[src/rtl/spfs_consts.svh]
`ifndef SPFS_CONSTS_SVH
`define SPFS_CONSTS_SVH

`define SPFS_CLK_PERIOD_NS  100
`define SPFS_HALF_BIT_NS    500
`define SPFS_HALF_BIT_CYC   ((`SPFS_HALF_BIT_NS + `SPFS_CLK_PERIOD_NS - 1) / `SPFS_CLK_PERIOD_NS)

`define SPFS_OFS_CTRL       8'h00
`define SPFS_OFS_TXDATA     8'h04
`define SPFS_OFS_RXDATA     8'h08
`define SPFS_OFS_STATUS     8'h0c

`define SPFS_CTRL_EN        0
`define SPFS_CTRL_SLAVE     1
`define SPFS_CTRL_CPOL      2
`define SPFS_CTRL_CPHA      3
`define SPFS_CTRL_HDX       4
`define SPFS_CTRL_SIZE_LO   8
`define SPFS_CTRL_SIZE_HI   11
`define SPFS_CTRL_RESET     16'h0704

`define SPFS_ST_OVR         3
`define SPFS_SIZE_MIN       4'h3
`define SPFS_MW_FIRST_CAP   5'h0a
`define SPFS_TAIL_HALVES    2'h2

`endif

[src/rtl/spfs_pkg.sv]
package spfs_pkg;

    typedef enum logic [2:0] {ST_IDLE, ST_LEAD, ST_SHIFT, ST_TAIL, ST_GAP} spfs_state_t;

    typedef struct packed {
        logic s1;
        logic s2;
    } spfs_sync_t;

    typedef struct packed {
        logic [7:0] cnt;
    } spfs_tick_t;

    typedef struct packed {
        spfs_state_t st;
        logic [15:0] ctrl;
        logic [15:0] tx_data;
        logic        tx_valid;
        logic [15:0] rx_data;
        logic        rx_valid;
        logic        rx_ovr;
        logic [15:0] sh_tx;
        logic [15:0] sh_rx;
        logic [4:0]  lcnt;
        logic [1:0]  tcnt;
        logic        done;
        logic        sclk;
        logic        fss;
        logic        sdo;
        logic        sdo_oe;
        logic        ack;
        logic [31:0] rdata;
        logic        sclk_q;
        logic        fss_q;
    } spfs_core_t;

endpackage : spfs_pkg

[src/rtl/spfs_sync.sv]
`timescale 1ns/1ps
module spfs_sync (
    input  wire logic clk_sys_i,
    input  wire logic reset_n_i,
    input  wire logic d_i,
    output logic      q_o
);
    import spfs_pkg::*;

    spfs_sync_t r;
    spfs_sync_t n;

    always_comb begin
        n.s1 = d_i;
        n.s2 = r.s1;
    end

    always_ff @(posedge clk_sys_i) begin
        if (!reset_n_i) begin
            r <= '0;
        end else begin
            r <= n;
        end
    end

    assign q_o = r.s2;
endmodule : spfs_sync

[src/rtl/spfs_tick.sv]
`timescale 1ns/1ps
`include "spfs_consts.svh"
module spfs_tick (
    input  wire logic clk_sys_i,
    input  wire logic reset_n_i,
    input  wire logic clr_i,
    output logic      tick_o
);
    import spfs_pkg::*;

    localparam logic [7:0] LAST = 8'(`SPFS_HALF_BIT_CYC - 1);

    spfs_tick_t r;
    spfs_tick_t n;

    // Restart on clear so the first half bit after a frame start is exact
    always_comb begin
        n = r;
        if (clr_i || r.cnt == LAST) begin
            n.cnt = 8'h00;
        end else begin
            n.cnt = r.cnt + 8'h01;
        end
    end

    always_ff @(posedge clk_sys_i) begin
        if (!reset_n_i) begin
            r <= '0;
        end else begin
            r <= n;
        end
    end

    assign tick_o = !clr_i && (r.cnt == LAST);
endmodule : spfs_tick

[src/rtl/spfs_frame_seq.sv]
// Chosen here: the Avalon-MM register port and the register offsets.
`timescale 1ns/1ps
`include "spfs_consts.svh"
// Behaviour
// - Idle high polarity: clock high, select high, data low
// - Master drives clock pad, slave releases it
// - Enabled with word queued: select low, data pad on
// - First-edge capture: data half bit, clock after
// - Select rises one period after last capture
// - First-edge capture: select pulses high between words
// - Second-edge capture: data and clock half bit after
// - Second-edge capture: select stays low between words
// - Half-duplex: 8 command bits, wait, 4-16 reply
// - Half-duplex idle: clock low, select high, data low
// - Half-duplex: queued byte starts frame, MSB at fall
// - Half-duplex: select low all frame, slave quiet
// - Slave latches rising, replies falling, port latches rising
// - Single half-duplex: select up one period, store word
// - Continuous half-duplex: next command right after LSB
// - As slave, sample on the polarity/phase capture edge after select; rising in half-duplex
// - Words 4 to 16 bits, MSB first
module spfs_frame_seq (
    input  wire logic        clk_sys_i,
    input  wire logic        reset_n_i,
    input  wire logic [7:0]  avs_address_i,
    input  wire logic        avs_read_i,
    input  wire logic        avs_write_i,
    input  wire logic [31:0] avs_writedata_i,
    output logic [31:0]      avs_readdata_o,
    output logic             avs_waitrequest_o,
    input  wire logic        serial_bit_clock_i,
    output logic             serial_bit_clock_o,
    output logic             serial_bit_clock_oe_o,
    input  wire logic        frame_select_line_i,
    output logic             frame_select_line_o,
    output logic             frame_select_line_oe_o,
    input  wire logic        serial_in_line_i,
    output logic             serial_out_line_o,
    output logic             serial_out_line_oe_o
);
    import spfs_pkg::*;

    localparam int HALF = `SPFS_HALF_BIT_CYC;
    localparam int FULL = 2 * `SPFS_HALF_BIT_CYC;

    spfs_core_t  r;
    spfs_core_t  n;
    logic        tick;
    logic        div_clr;
    logic        sclk_s;
    logic        fss_s;
    logic        sdi_s;
    logic [3:0]  msb;
    logic [3:0]  sz;
    logic        en;
    logic        slv;
    logic        cpol;
    logic        cpha;
    logic        hdx;
    logic        idle_lvl;
    logic        req;
    logic        busy;
    logic [4:0]  nlead;
    logic [4:0]  l;
    logic [15:0] ld_word;
    logic [15:0] mask;
    logic        push;
    logic        edge_now;
    logic        s_rise;
    logic        s_fall;
    logic        s_lead;
    logic        s_trail;
    logic        s_cap;
    logic        s_shift;
    logic        fss_fall;
    logic        tx_msb7;

    spfs_sync u_sync_clk (
        .clk_sys_i (clk_sys_i),
        .reset_n_i (reset_n_i),
        .d_i       (serial_bit_clock_i),
        .q_o       (sclk_s)
    );

    spfs_sync u_sync_fss (
        .clk_sys_i (clk_sys_i),
        .reset_n_i (reset_n_i),
        .d_i       (frame_select_line_i),
        .q_o       (fss_s)
    );

    spfs_sync u_sync_sdi (
        .clk_sys_i (clk_sys_i),
        .reset_n_i (reset_n_i),
        .d_i       (serial_in_line_i),
        .q_o       (sdi_s)
    );

    spfs_tick u_tick (
        .clk_sys_i (clk_sys_i),
        .reset_n_i (reset_n_i),
        .clr_i     (div_clr),
        .tick_o    (tick)
    );

    assign div_clr  = (r.st == ST_IDLE);
    assign msb      = r.ctrl[`SPFS_CTRL_SIZE_HI:`SPFS_CTRL_SIZE_LO];
    assign en       = r.ctrl[`SPFS_CTRL_EN];
    assign slv      = r.ctrl[`SPFS_CTRL_SLAVE];
    assign cpol     = r.ctrl[`SPFS_CTRL_CPOL];
    assign cpha     = r.ctrl[`SPFS_CTRL_CPHA];
    assign hdx      = r.ctrl[`SPFS_CTRL_HDX];
    // Half-duplex always idles low whatever the polarity bit says
    assign idle_lvl = cpol & ~hdx;
    // Sizes below four bits are raised to four
    assign sz       = (avs_writedata_i[11:8] < `SPFS_SIZE_MIN) ? `SPFS_SIZE_MIN : avs_writedata_i[11:8];
    assign nlead    = hdx ? ({1'b0, msb} + `SPFS_MW_FIRST_CAP) : ({1'b0, msb} + 5'h01);
    assign mask     = 16'hffff >> (4'hf - msb);
    // Left-align so the MSB always leaves from bit 15
    assign ld_word  = hdx ? {r.tx_data[7:0], 8'h00} : (r.tx_data << (4'hf - msb));
    assign req      = avs_read_i | avs_write_i;
    assign busy     = (r.st != ST_IDLE) || (en && slv && !fss_s);
    assign tx_msb7  = r.tx_data[7];

    assign s_rise   = sclk_s & ~r.sclk_q;
    assign s_fall   = ~sclk_s & r.sclk_q;
    assign s_lead   = idle_lvl ? s_fall : s_rise;
    assign s_trail  = idle_lvl ? s_rise : s_fall;
    assign s_cap    = hdx ? s_rise : (cpha ? s_trail : s_lead);
    assign s_shift  = hdx ? 1'b0 : (cpha ? s_lead : s_trail);
    assign fss_fall = ~fss_s & r.fss_q;
    assign edge_now = tick && ((r.st == ST_SHIFT) || (r.st == ST_LEAD && cpha && !hdx));

    always_comb begin
        n        = r;
        push     = 1'b0;
        l        = r.lcnt + 5'h01;
        n.ack    = req & ~r.ack;
        n.sclk_q = sclk_s;
        n.fss_q  = fss_s;

        if (req && !r.ack) begin
            case (avs_address_i)
                `SPFS_OFS_CTRL:   n.rdata = {16'h0000, r.ctrl};
                `SPFS_OFS_TXDATA: n.rdata = {16'h0000, r.tx_data};
                `SPFS_OFS_RXDATA: n.rdata = {16'h0000, r.rx_data};
                `SPFS_OFS_STATUS: n.rdata = {28'h0000000, r.rx_ovr, busy, r.rx_valid, r.tx_valid};
                default:          n.rdata = 32'h00000000;
            endcase
        end
        if (avs_write_i && r.ack) begin
            case (avs_address_i)
                `SPFS_OFS_CTRL: begin
                    // Reconfiguring mid-frame would tear the frame
                    if (r.st == ST_IDLE) begin
                        n.ctrl = {4'h0, sz, 3'h0, avs_writedata_i[4:0]};
                    end
                end
                `SPFS_OFS_TXDATA: begin
                    if (!r.tx_valid) begin
                        n.tx_data  = avs_writedata_i[15:0];
                        n.tx_valid = 1'b1;
                    end
                end
                `SPFS_OFS_STATUS: begin
                    if (avs_writedata_i[`SPFS_ST_OVR]) begin
                        n.rx_ovr = 1'b0;
                    end
                end
                default: ;
            endcase
        end
        if (avs_read_i && r.ack && avs_address_i == `SPFS_OFS_RXDATA) begin
            n.rx_valid = 1'b0;
        end

        if (en && slv) begin
            n.st     = ST_IDLE;
            n.sclk   = idle_lvl;
            n.fss    = 1'b1;
            n.sdo_oe = !fss_s && !hdx;
            if (fss_s) begin
                n.lcnt = 5'h00;
            end
            if (fss_fall) begin
                n.sh_tx = (r.tx_valid && !hdx) ? ld_word : 16'h0000;
                n.sdo   = r.tx_valid && !hdx && ld_word[15];
                if (!hdx) begin
                    n.tx_valid = 1'b0;
                end
            end else if (!fss_s && s_cap) begin
                n.sh_rx = {r.sh_rx[14:0], sdi_s};
                n.lcnt  = l;
                if (l == {1'b0, msb} + 5'h01) begin
                    push   = 1'b1;
                    n.lcnt = 5'h00;
                    n.sh_tx = (r.tx_valid && !hdx) ? ld_word : 16'h0000;
                    if (!hdx) begin
                        n.tx_valid = 1'b0;
                    end
                end
            end else if (!fss_s && s_shift) begin
                if (r.lcnt != 5'h00) begin
                    n.sh_tx = r.sh_tx << 1;
                    n.sdo   = r.sh_tx[14];
                end else begin
                    n.sdo = r.sh_tx[15];
                end
            end
        end else begin
            case (r.st)
                ST_IDLE: begin
                    n.sclk   = idle_lvl;
                    n.fss    = 1'b1;
                    n.sdo    = 1'b0;
                    n.sdo_oe = 1'b0;
                    n.lcnt   = 5'h00;
                    n.done   = 1'b0;
                    if (en && r.tx_valid) begin
                        n.fss      = 1'b0;
                        n.sdo_oe   = 1'b1;
                        n.sh_tx    = ld_word;
                        n.tx_valid = 1'b0;
                        if (hdx) begin
                            n.st  = ST_SHIFT;
                            n.sdo = ld_word[15];
                        end else begin
                            n.st = ST_LEAD;
                        end
                    end
                end
                ST_LEAD: begin
                    if (tick && !cpha) begin
                        n.sdo = r.sh_tx[15];
                        n.st  = ST_SHIFT;
                    end
                end
                ST_SHIFT: ;
                ST_TAIL: begin
                    if (tick) begin
                        n.tcnt = r.tcnt + 2'h1;
                        if (r.tcnt + 2'h1 == `SPFS_TAIL_HALVES) begin
                            n.fss    = 1'b1;
                            n.sdo    = 1'b0;
                            n.sdo_oe = 1'b0;
                            n.st     = ST_GAP;
                            push     = hdx;
                        end
                    end
                end
                // Select stays high here for a half bit, giving the pulse between words
                ST_GAP: begin
                    if (tick) begin
                        n.st = ST_IDLE;
                    end
                end
                default: n.st = ST_IDLE;
            endcase

            if (edge_now) begin
                n.st = ST_SHIFT;
                if (r.sclk == idle_lvl) begin
                    n.sclk = ~idle_lvl;
                    n.lcnt = l;
                    if (hdx || !cpha) begin
                        if (!hdx || l >= `SPFS_MW_FIRST_CAP) begin
                            n.sh_rx = {r.sh_rx[14:0], sdi_s};
                        end
                        if (l == nlead) begin
                            n.done = 1'b1;
                            push   = !hdx;
                        end
                    end else begin
                        n.sdo = (l == 5'h01) ? r.sh_tx[15] : r.sh_tx[14];
                        if (l != 5'h01) begin
                            n.sh_tx = r.sh_tx << 1;
                        end
                    end
                end else begin
                    n.sclk = idle_lvl;
                    if (hdx && r.done && r.tx_valid) begin
                        push       = 1'b1;
                        n.sh_tx    = ld_word;
                        n.sdo      = ld_word[15];
                        n.tx_valid = 1'b0;
                        n.lcnt     = 5'h00;
                        n.done     = 1'b0;
                    end else if (r.done) begin
                        n.st   = ST_TAIL;
                        n.tcnt = 2'h1;
                    end else if (hdx || !cpha) begin
                        n.sh_tx = r.sh_tx << 1;
                        n.sdo   = r.sh_tx[14];
                    end else begin
                        n.sh_rx = {r.sh_rx[14:0], sdi_s};
                        if (r.lcnt == nlead) begin
                            push = 1'b1;
                            if (r.tx_valid) begin
                                n.sh_tx    = ld_word;
                                n.tx_valid = 1'b0;
                                n.lcnt     = 5'h00;
                            end else begin
                                n.st   = ST_TAIL;
                                n.tcnt = 2'h0;
                            end
                        end
                    end
                end
            end
        end

        // A fresh word wins over a same-cycle read clear; unread data is flagged
        if (push) begin
            n.rx_ovr   = n.rx_ovr | n.rx_valid;
            n.rx_valid = 1'b1;
            n.rx_data  = n.sh_rx & mask;
        end
    end

    always_ff @(posedge clk_sys_i) begin
        if (!reset_n_i) begin
            r        <= '0;
            r.ctrl   <= `SPFS_CTRL_RESET;
            r.sclk   <= 1'b1;
            r.fss    <= 1'b1;
            r.fss_q  <= 1'b1;
        end else begin
            r <= n;
        end
    end

    assign avs_readdata_o         = r.rdata;
    assign avs_waitrequest_o      = req & ~r.ack;
    assign serial_bit_clock_o     = r.sclk;
    assign serial_bit_clock_oe_o  = ~slv;
    assign frame_select_line_o    = r.fss;
    assign frame_select_line_oe_o = ~slv;
    assign serial_out_line_o      = r.sdo;
    assign serial_out_line_oe_o   = r.sdo_oe;
endmodule : spfs_frame_seq

[config.mk]
export PLATFORM = sky130hd
export DESIGN_NAME = spfs_frame_seq
export DESIGN_NICKNAME = d
export VERILOG_FILES = /design/src/rtl/spfs_pkg.sv /design/src/rtl/spfs_sync.sv /design/src/rtl/spfs_tick.sv /design/src/rtl/spfs_frame_seq.sv
export VERILOG_INCLUDE_DIRS = /design/src /design/src/rtl
export SDC_FILE = /design/constraint.sdc
export NUM_CORES = 1
export LEC_CHECK = 0
export BUFFER_PORTS_ARGS = -buffer_cell sky130_fd_sc_hd__buf_2
export CAP_MARGIN = 20
export CORE_MARGIN = 2
export CORE_UTILIZATION = 43
export CTS_CLUSTER_DIAMETER = 50
export DETAILED_ROUTE_END_ITERATION = 10
export PLACE_DENSITY = 0.64
export SLEW_MARGIN = 20
export SYNTH_ARGS = -nofsm -noshare
export SYNTH_HDL_FRONTEND = slang
export SYNTH_SLANG_ARGS = --single-unit
[constraint.sdc]
create_clock -name clk_sys_i -period 3.29 [get_ports clk_sys_i]
set_input_delay 0.4935 -clock clk_sys_i [delete_from_list [all_inputs] [get_ports clk_sys_i]]
set_output_delay 0.4935 -clock clk_sys_i [all_outputs]
set_load 0.02 [all_outputs]
==> results of run 1 <==
[cell families (layout without fill, tap and decap cells)]
group	Yosys count	in the layout	share of synthesized area
buf+inv	144	162	0.08784
mux	89	89	0.1241
flops	124	124	0.2843
fa+ha+maj	15	15	0.02149
other cells	1	16	0.0004294
simple gates	398	398	0.2144
xor+xnor	29	29	0.03367
compound gates	297	297	0.2339
[layout make-up]
| class | instances | area (sq um) | area share |
|---|---|---|---|
| Clock buffer | 18 | 439.2 | 0.04522 |
| Clock inverter | 14 | 171.4 | 0.01765 |
| Inverter | 28 | 105.1 | 0.01082 |
| Multi-Input combinational cell | 844 | 5542 | 0.5706 |
| Sequential cell | 124 | 2484 | 0.2557 |
| Tap cell | 270 | 337.8 | 0.03478 |
| Timing Repair Buffer | 102 | 633.1 | 0.06519 |
[synthesized netlist by cell type, drive strengths merged, types with 18 or more instances]
library cell and n:
nand2 130, clkbuf 48, inv 26, a22oi 19, a21oi 72, xnor2 18
nor3 25, nand3 45, a31oi 30, nor2 121, dfxtp 124, o21ai 61
buf 68, mux2i 64
[power by group through the flow]
stage | Clock [W] | Sequential (W) | Combinational, W
after global placement | 0 | 0.00155 | 0.000130
after global routing | 0.00207 | 0.00151 | 0.000141
after CTS | 0.00200 | 0.00151 | 0.000129
after floorplan | 0 | 0.00154 | 0.0000975
after detailed placement | 0 | 0.00155 | 0.000129
final | 0.00198 | 0.00151 | 0.000132
[cell usage in the layout (no fill, tap or decap), types with 15 or more instances in the layout]
master / count
xnor2_1: 18
mux2i_1: 64
buf_2: 53
buf_4: 49
inv_1: 24
nor2_1: 117
o21ai_0: 50
nor3_1: 19
a22oi_1: 19
clkbuf_16: 17
dfxtp_1: 123
nand3_1: 45
conb_1: 16
ha_1: 15
a21oi_1: 72
nand2_1: 129
a31oi_1: 28
[worst max-delay path by stage]
stage | startpoint | endpoint
after global placement | msb[1] | r[91]
after detailed placement | msb[1] | r[81]
after global routing | msb[1] | r[77]
final | msb[1] | r[67]
after floorplan | msb[2] | r[75]
after CTS | msb[1] | r[87]
[per-layer routing]
layer  part of all wire  global-route usage
met1               0.43              0.3483
met2               0.45              0.3948
met3              0.089             0.04938
met4              0.025             0.08252
met5                  0                   0
[registers in the layout, indices dropped and copies added, names as in the netlist]
| register | flops |
|---|---|
| hdx | 1 |
| frame_select_line_o | 1 |
| serial_bit_clock_o | 1 |
| serial_out_line_oe_o | 1 |
| u_sync_clk.q_o | 1 |
| u_sync_clk.n | 1 |
| u_sync_fss.q_o | 1 |
| u_sync_fss.n | 1 |
| cpol | 1 |
| u_sync_sdi.q_o | 1 |
| cpha | 1 |
| avs_readdata_o | 16 |
| u_tick.r | 8 |
| msb | 4 |
| r | 82 |
| serial_out_line_o | 1 |
| u_sync_sdi.n | 1 |
| en | 1 |
[stage by stage]
step	area [sq um]	power, W	hold WS, ps
6_report	9712	0.003624	275.8
5_1_grt	9712	0.003726	270.8
4_1_cts	9709	0.003640	265.2
3_5_place_dp	9099	0.001675	424.8
3_3_place_gp	9099	0.001676	420.3
2_1_floorplan	8788	0.001641	411.9
[timing repair]
action                                 CTS  global route
endpoints found under the hold margin    0             0
gates resized for setup                  0             1
setup endpoints to repair                0             7
==> qor.yml, run 1 <==
routing:
  drt_pass1_iterations: 6
  vias_per_cell: 5.991
  detail_route.iter0.violations: 1032
  detailroute.via_count: 8387
  wl_per_cell_um: 19.24
  routed_wirelength_um: 26930
  drc: 0
  route.antenna.remaining_nets: 0
timing:
  min_period_over_period: 0.9244
  finalWorstSetupSlack_ps: 248.6
  rsz0062_at_grt: "false"
  hold_viol: 0
  timing.setup.tns_ps: 0
  period_minus_slack_ps: 3041
  timing.clock.skew_ps: 23.72
  timing.final.setup_violations: 0
  timing_worst_slew_pin_value_ps: 813.4
  max_slew_margin: 0.4520
  max_freq_mhz: 328.8
  timing_max_transition_violations_final: 0
clocking:
  cts_tree: "built"
  worst_skew_pair.late_latency_ps: 440
  cts_num_sinks: 124
  clock_tree.root_cell: "clkbuf_16"
  cts-buffers-inserted: 17
  cts_max_path_buffers: 2
  clock_transition_time_at_the_flip_flop_clock_pins_of_the_worst_setup_and_hold_paths_ps: 80
  post_cts_buffers: 0
  cts-hold-fix-buffers: 0
  htreeDepth: 4
global_route:
  wire_length_of_the_first_global_routing_pass_um: 43320
  antenna_found_initial: 0
  grt.overflow.total: 0
  global_route.usage.total: 0.2516
  grt_pass1_vias: 7873
  grt_start_max_net_pins: 41
status:
  status: "completed"
floorplanning:
  die_w_um: 146.5
  fp.coreArea_sq_mm: 0.02010
  io_pins: 86
  placementRows: 52
  design.die.area_sq_mm: 0.02146
  die-height_um: 146.5
  floorplan.initialDensity: 0.4343
worst_setup_path:
  timing.reg2reg.setup_slack_ps: 250
  ff2ff_path_depth: 11
  critPathBufInv: 1
  worstPathArrival_ps: 3350
  cpLargestDelayFamily: "compound AO/OA/AOI/OAI gates"
  setup.worst_path.end_class: "register"
  critical_path.cell_chain: "ha_1, inv_1, ha_1, xor2_1, nor3_2, o32ai_2, o31ai_2, mux2_2, a221oi_1, a311o_1, a21oi_1"
  worst_path_largest_cell_delay_ps: 470
  critical_path.slowest_cell: "o31ai_2"
  critPathKind: "register to register"
  worst_r2r_endpoint: "r[67]"
  critical_path_peak_fanout: 9
  worstReg2RegStart: "msb[1]"
  critical_path_depth: 11
  critical_path.most_common_cell: "ha_1"
  cp_data_required_time_ps: 3600
  critical_path.startpoint_type: "register"
min_path:
  whs_path_depth: 2
  min_to: "u_sync_clk.n[0]"
  min_from: "serial_bit_clock_i"
  hold_class: "input pin to register"
layout:
  drive_above_1_share: 0.1752
  stdcell_count: 1400
  antenna_cells_inserted: 0
  num-nets-final: 1179
  flow.area_growth_from_synthesis_pct: 11.22
  final_core_density: 0.4831
  final.fill_count: 1970
placed_design:
  place_congestion: 0.9484
  placement.setup.worst_slack_ps: 203.4
  placedCellCount: 1368
  dp.final_hpwl_um: 19340
  place.port_buffers: 53
pwr:
  p_switching_w: 0.0009143
  p_leak_nw: 3.820
  power.clock.fraction: 0.546
  switching_share: 0.2523
  pwr-share-seq: 0.417
  internal-power_w: 0.002709
  power_density_mw_per_mm2: 373.1
  power.share.combinational: 0.036
  highest_ir_drop_seen_on_vdd_v: 0.0003733
synth:
  ys_ff_latch: 124
  ys.flop_type: "dfxtp_1"
  synth_sequential_area_ratio: 0.2843
  netlist-cell-type-count: 94
  postSynth.asyncResetShare: 0
  synth_top_cells_by_area: "dfxtp_1 28%, mux2i_1 7.3%, nand2_1 5.6%"
  yosysTopAreaCellShare: 0.2843
  synth_area_leader_cell: "dfxtp_1"
  post_synth_instance_area_sq_mm: 0.008732
  synth.avg_cell_area_sq_um: 7.960
  synthesis.yosys.warnings: 0
  synth_enable_flop_cells: 0
  syn-instance-count: 1097
run:
  number_of_violations_of_the_max_capacitance_limit: 0
Power figures use the tool's default switching activity.
==> run 2: changes to the inputs <==
--- a/config.mk
+++ b/config.mk
@@ -6,6 +6,7 @@
 export SDC_FILE = /design/constraint.sdc
 export NUM_CORES = 1
 export LEC_CHECK = 0
+export ABC_AREA = 1
 export BUFFER_PORTS_ARGS = -buffer_cell sky130_fd_sc_hd__buf_2
 export CAP_MARGIN = 20
 export CORE_MARGIN = 2
==> run 2 against run 1 <==
Against the previous run: setup slack improved by 140 ps; power increased by 16%; first-iteration DRC count is 17% lower; via count grew 22%; worst hold slack got worse by 23 ps; count of clock-buffer cells in the layout is 1 lower; critical path depth unchanged; synthesized cell count increased by 40%; largest power group unchanged; highest routed layer unchanged.
==> qor.yml, run 2 <==
worst_setup_path:
  critical_path.startpoint_type: "register"
  critical_path.slowest_cell: "dfxtp_1"
  critical_path_peak_fanout: 25
  worst_path_largest_cell_delay_ps: 470
  cp_data_required_time_ps: 3610
  critPathKind: "register to register"
  worstPathArrival_ps: 3230
  setup.worst_path.end_class: "register"
  critical_path.cell_chain: "inv_1, ha_1, xnor2_1, nand4_1, nor3_2, inv_1, nand2_1, o21ai_2, buf_4, a21oi_1, a21oi_1"
timing:
  max_slew_margin: 0.2749
  timing.setup.tns_ps: 0
  timing_max_transition_violations_final: 0
  final.hold.worst_slack_ps: 253.1
  timing.final.setup_violations: 0
  hold_viol: 0
  timing.clock.skew_ps: 15.32
  min_period_over_period: 0.8827
  rsz0062_at_grt: "false"
  finalWorstSetupSlack_ps: 386.1
  period_minus_slack_ps: 2904
  timing_worst_slew_pin_value_ps: 1088
  max_freq_mhz: 344.4
routing:
  route.antenna.remaining_nets: 0
  wl_per_cell_um: 16.67
  highest-signal-layer: "met4"
  m1_wl_um: 13620
  routed_wirelength_um: 30640
  detailroute.via_count: 10200
  detail_route.iter0.violations: 852
  vias_per_cell: 5.547
  drc: 0
  dr_wl_met3_um: 2651
  met2RoutedLength_um: 13770
  drt_pass1_iterations: 5
layout:
  final_core_density: 0.4820
  final.fill_count: 2274
  max_reg_flops: 82
  flow.area_growth_from_synthesis_pct: 9.219
  layout_commonest_cell: "nand2_1"
  max_flop_register: "r"
  num-nets-final: 1612
  antenna_cells_inserted: 0
  mostFrequentLayoutCells: "372 x nand2_1, 178 x inv_1, 163 x o21ai_0"
  drive_above_1_share: 0.1196
synth:
  synth-simple-area-share: 0.3221
  synth_top_cells_by_area: "dfxtp_1 27%, nand2_1 15%, o21ai_0 8.7%"
  post_synth_instance_area_sq_mm: 0.009365
  netlist-cell-type-count: 55
  postSynth.asyncResetShare: 0
  ys_top_cells_by_count: "372 x nand2_1, 178 x inv_1, 163 x o21ai_0, 124 x dfxtp_1, 122 x a21oi_1"
  synth_compound_gate_area_share: 0.2310
  synth_area_leader_cell: "dfxtp_1"
  muxShareOfSynthArea: 0
  synth.most_common_cell: "nand2_1"
  syn-instance-count: 1533
  ys.flop_type: "dfxtp_1"
  synth-adder-area-share: 0.02004
  combinational_family_with_the_most_area_after_synthesis: "simple AND/OR/NAND/NOR gates"
  synth.avg_cell_area_sq_um: 6.109
  synthesis.yosys.warnings: 0
  synth_sequential_area_ratio: 0.2651
  ys_ff_latch: 124
  synthXorXnorAreaFrac: 0.01456
  synth_enable_flop_cells: 0
  yosysTopAreaCellShare: 0.2651
pwr:
  p_leak_nw: 4.598
  highest_ir_drop_seen_on_vdd_v: 0.0002933
  power_density_mw_per_mm2: 411.9
  fin_total_pwr_w: 0.004213
floorplanning:
  design.die.area_sq_mm: 0.02298
  floorplan.initialDensity: 0.4413
  placementRows: 53
  fp.coreArea_sq_mm: 0.02122
  io_pins: 86
  die-height_um: 151.6
  die_w_um: 151.6
global_route:
  antenna_found_initial: 0
  grt_start_max_net_pins: 36
  global_route.usage.total: 0.2678
  grt_pass1_vias: 9098
  grt.overflow.total: 0
  wire_length_of_the_first_global_routing_pass_um: 48090
clocking:
  clock_tree.root_cell: "clkbuf_16"
  cts_max_path_buffers: 2
  htreeDepth: 4
  cts_num_sinks: 124
  post_cts.resized_instances: 0
  cts-buffers-inserted: 17
  worst_skew_pair.late_latency_ps: 440
  cts-hold-fix-buffers: 0
  post_cts_buffers: 0
  cts_tree: "built"
  clock_transition_time_at_the_flip_flop_clock_pins_of_the_worst_setup_and_hold_paths_ps: 60
status:
  status: "completed"
run:
  number_of_violations_of_the_max_capacitance_limit: 0
min_path:
  hold_class: "input pin to register"
placed_design:
  place_congestion: 0.9088
  placement.setup.worst_slack_ps: 447.3
  dp.final_hpwl_um: 21870
  place.port_buffers: 53
[run 2: area by class of cell]
class | count | area (sq um) | share of cell area
multi-input combinational | 1120 | 5564 | 0.5440
sequential | 124 | 2482 | 0.2427
timing repair buffer | 89 | 535.5 | 0.05235
inverter | 198 | 749.5 | 0.07327
tap | 275 | 344.1 | 0.03364
clock inverter | 15 | 127.6 | 0.01248
clock buffer | 17 | 425.4 | 0.04159
[run 2: power breakdown]
group / internal (W) / switching [W]
Clock: 0.000987 / 0.000831
Combinational: 0.000251 / 0.000562
Sequential: 0.00155 / 0.0000371
[run 2: cells by family (layout without fill, tap and decap cells)]
kind of cell | count (synthesis) | after routing
compound gates | 392 | 392
xor+xnor | 13 | 13
fa+ha+maj | 15 | 15
buf+inv | 304 | 319
flops | 124 | 124
other cells | 1 | 16
simple gates | 684 | 684
[run 2: path summary, 6_finish.rpt]
kind / slack (ps) / depth (start not counted) / from / endpoint
hold reg to reg: 410 / 2 / u_sync_clk.n[0] / u_sync_clk.q_o
setup / recovery: 390 / 11 / r[42] / r[74]
setup reg to reg: 390 / 11 / r[42] / r[74]
hold / removal: 250 / 3 / serial_in_line_i / u_sync_sdi.n[0]
[run 2: per-layer routing]
| metal | vias up | global-route usage |
|---|---|---|
| met5 | - | 0 |
| met4 | 0 | 0.08102 |
| met3 | 40 | 0.05060 |
| met2 | 443 | 0.4321 |
| met1 | 4667 | 0.3634 |
| li1 | 5045 | - |
[run 2: stage by stage]
stage	cell area [sq um]	std cells
after CTS	10230	1838
after floorplan	9422	1548
final	10230	1838
after global routing	10230	1838
after detailed placement	9676	1806
after global placement	9676	1806
[run 2: worst max-delay path: cells and delay by family (launching register included)]
| family | cells | cell delay, ps |
|---|---|---|
| buffers and inverters | 3 | 610 |
| AND/OR/NAND/NOR | 3 | 580 |
| AO/OA/AOI/OAI | 3 | 500 |
| flip-flops | 1 | 470 |
| adder cells (fa/ha/maj) | 1 | 440 |
| XOR/XNOR | 1 | 200 |
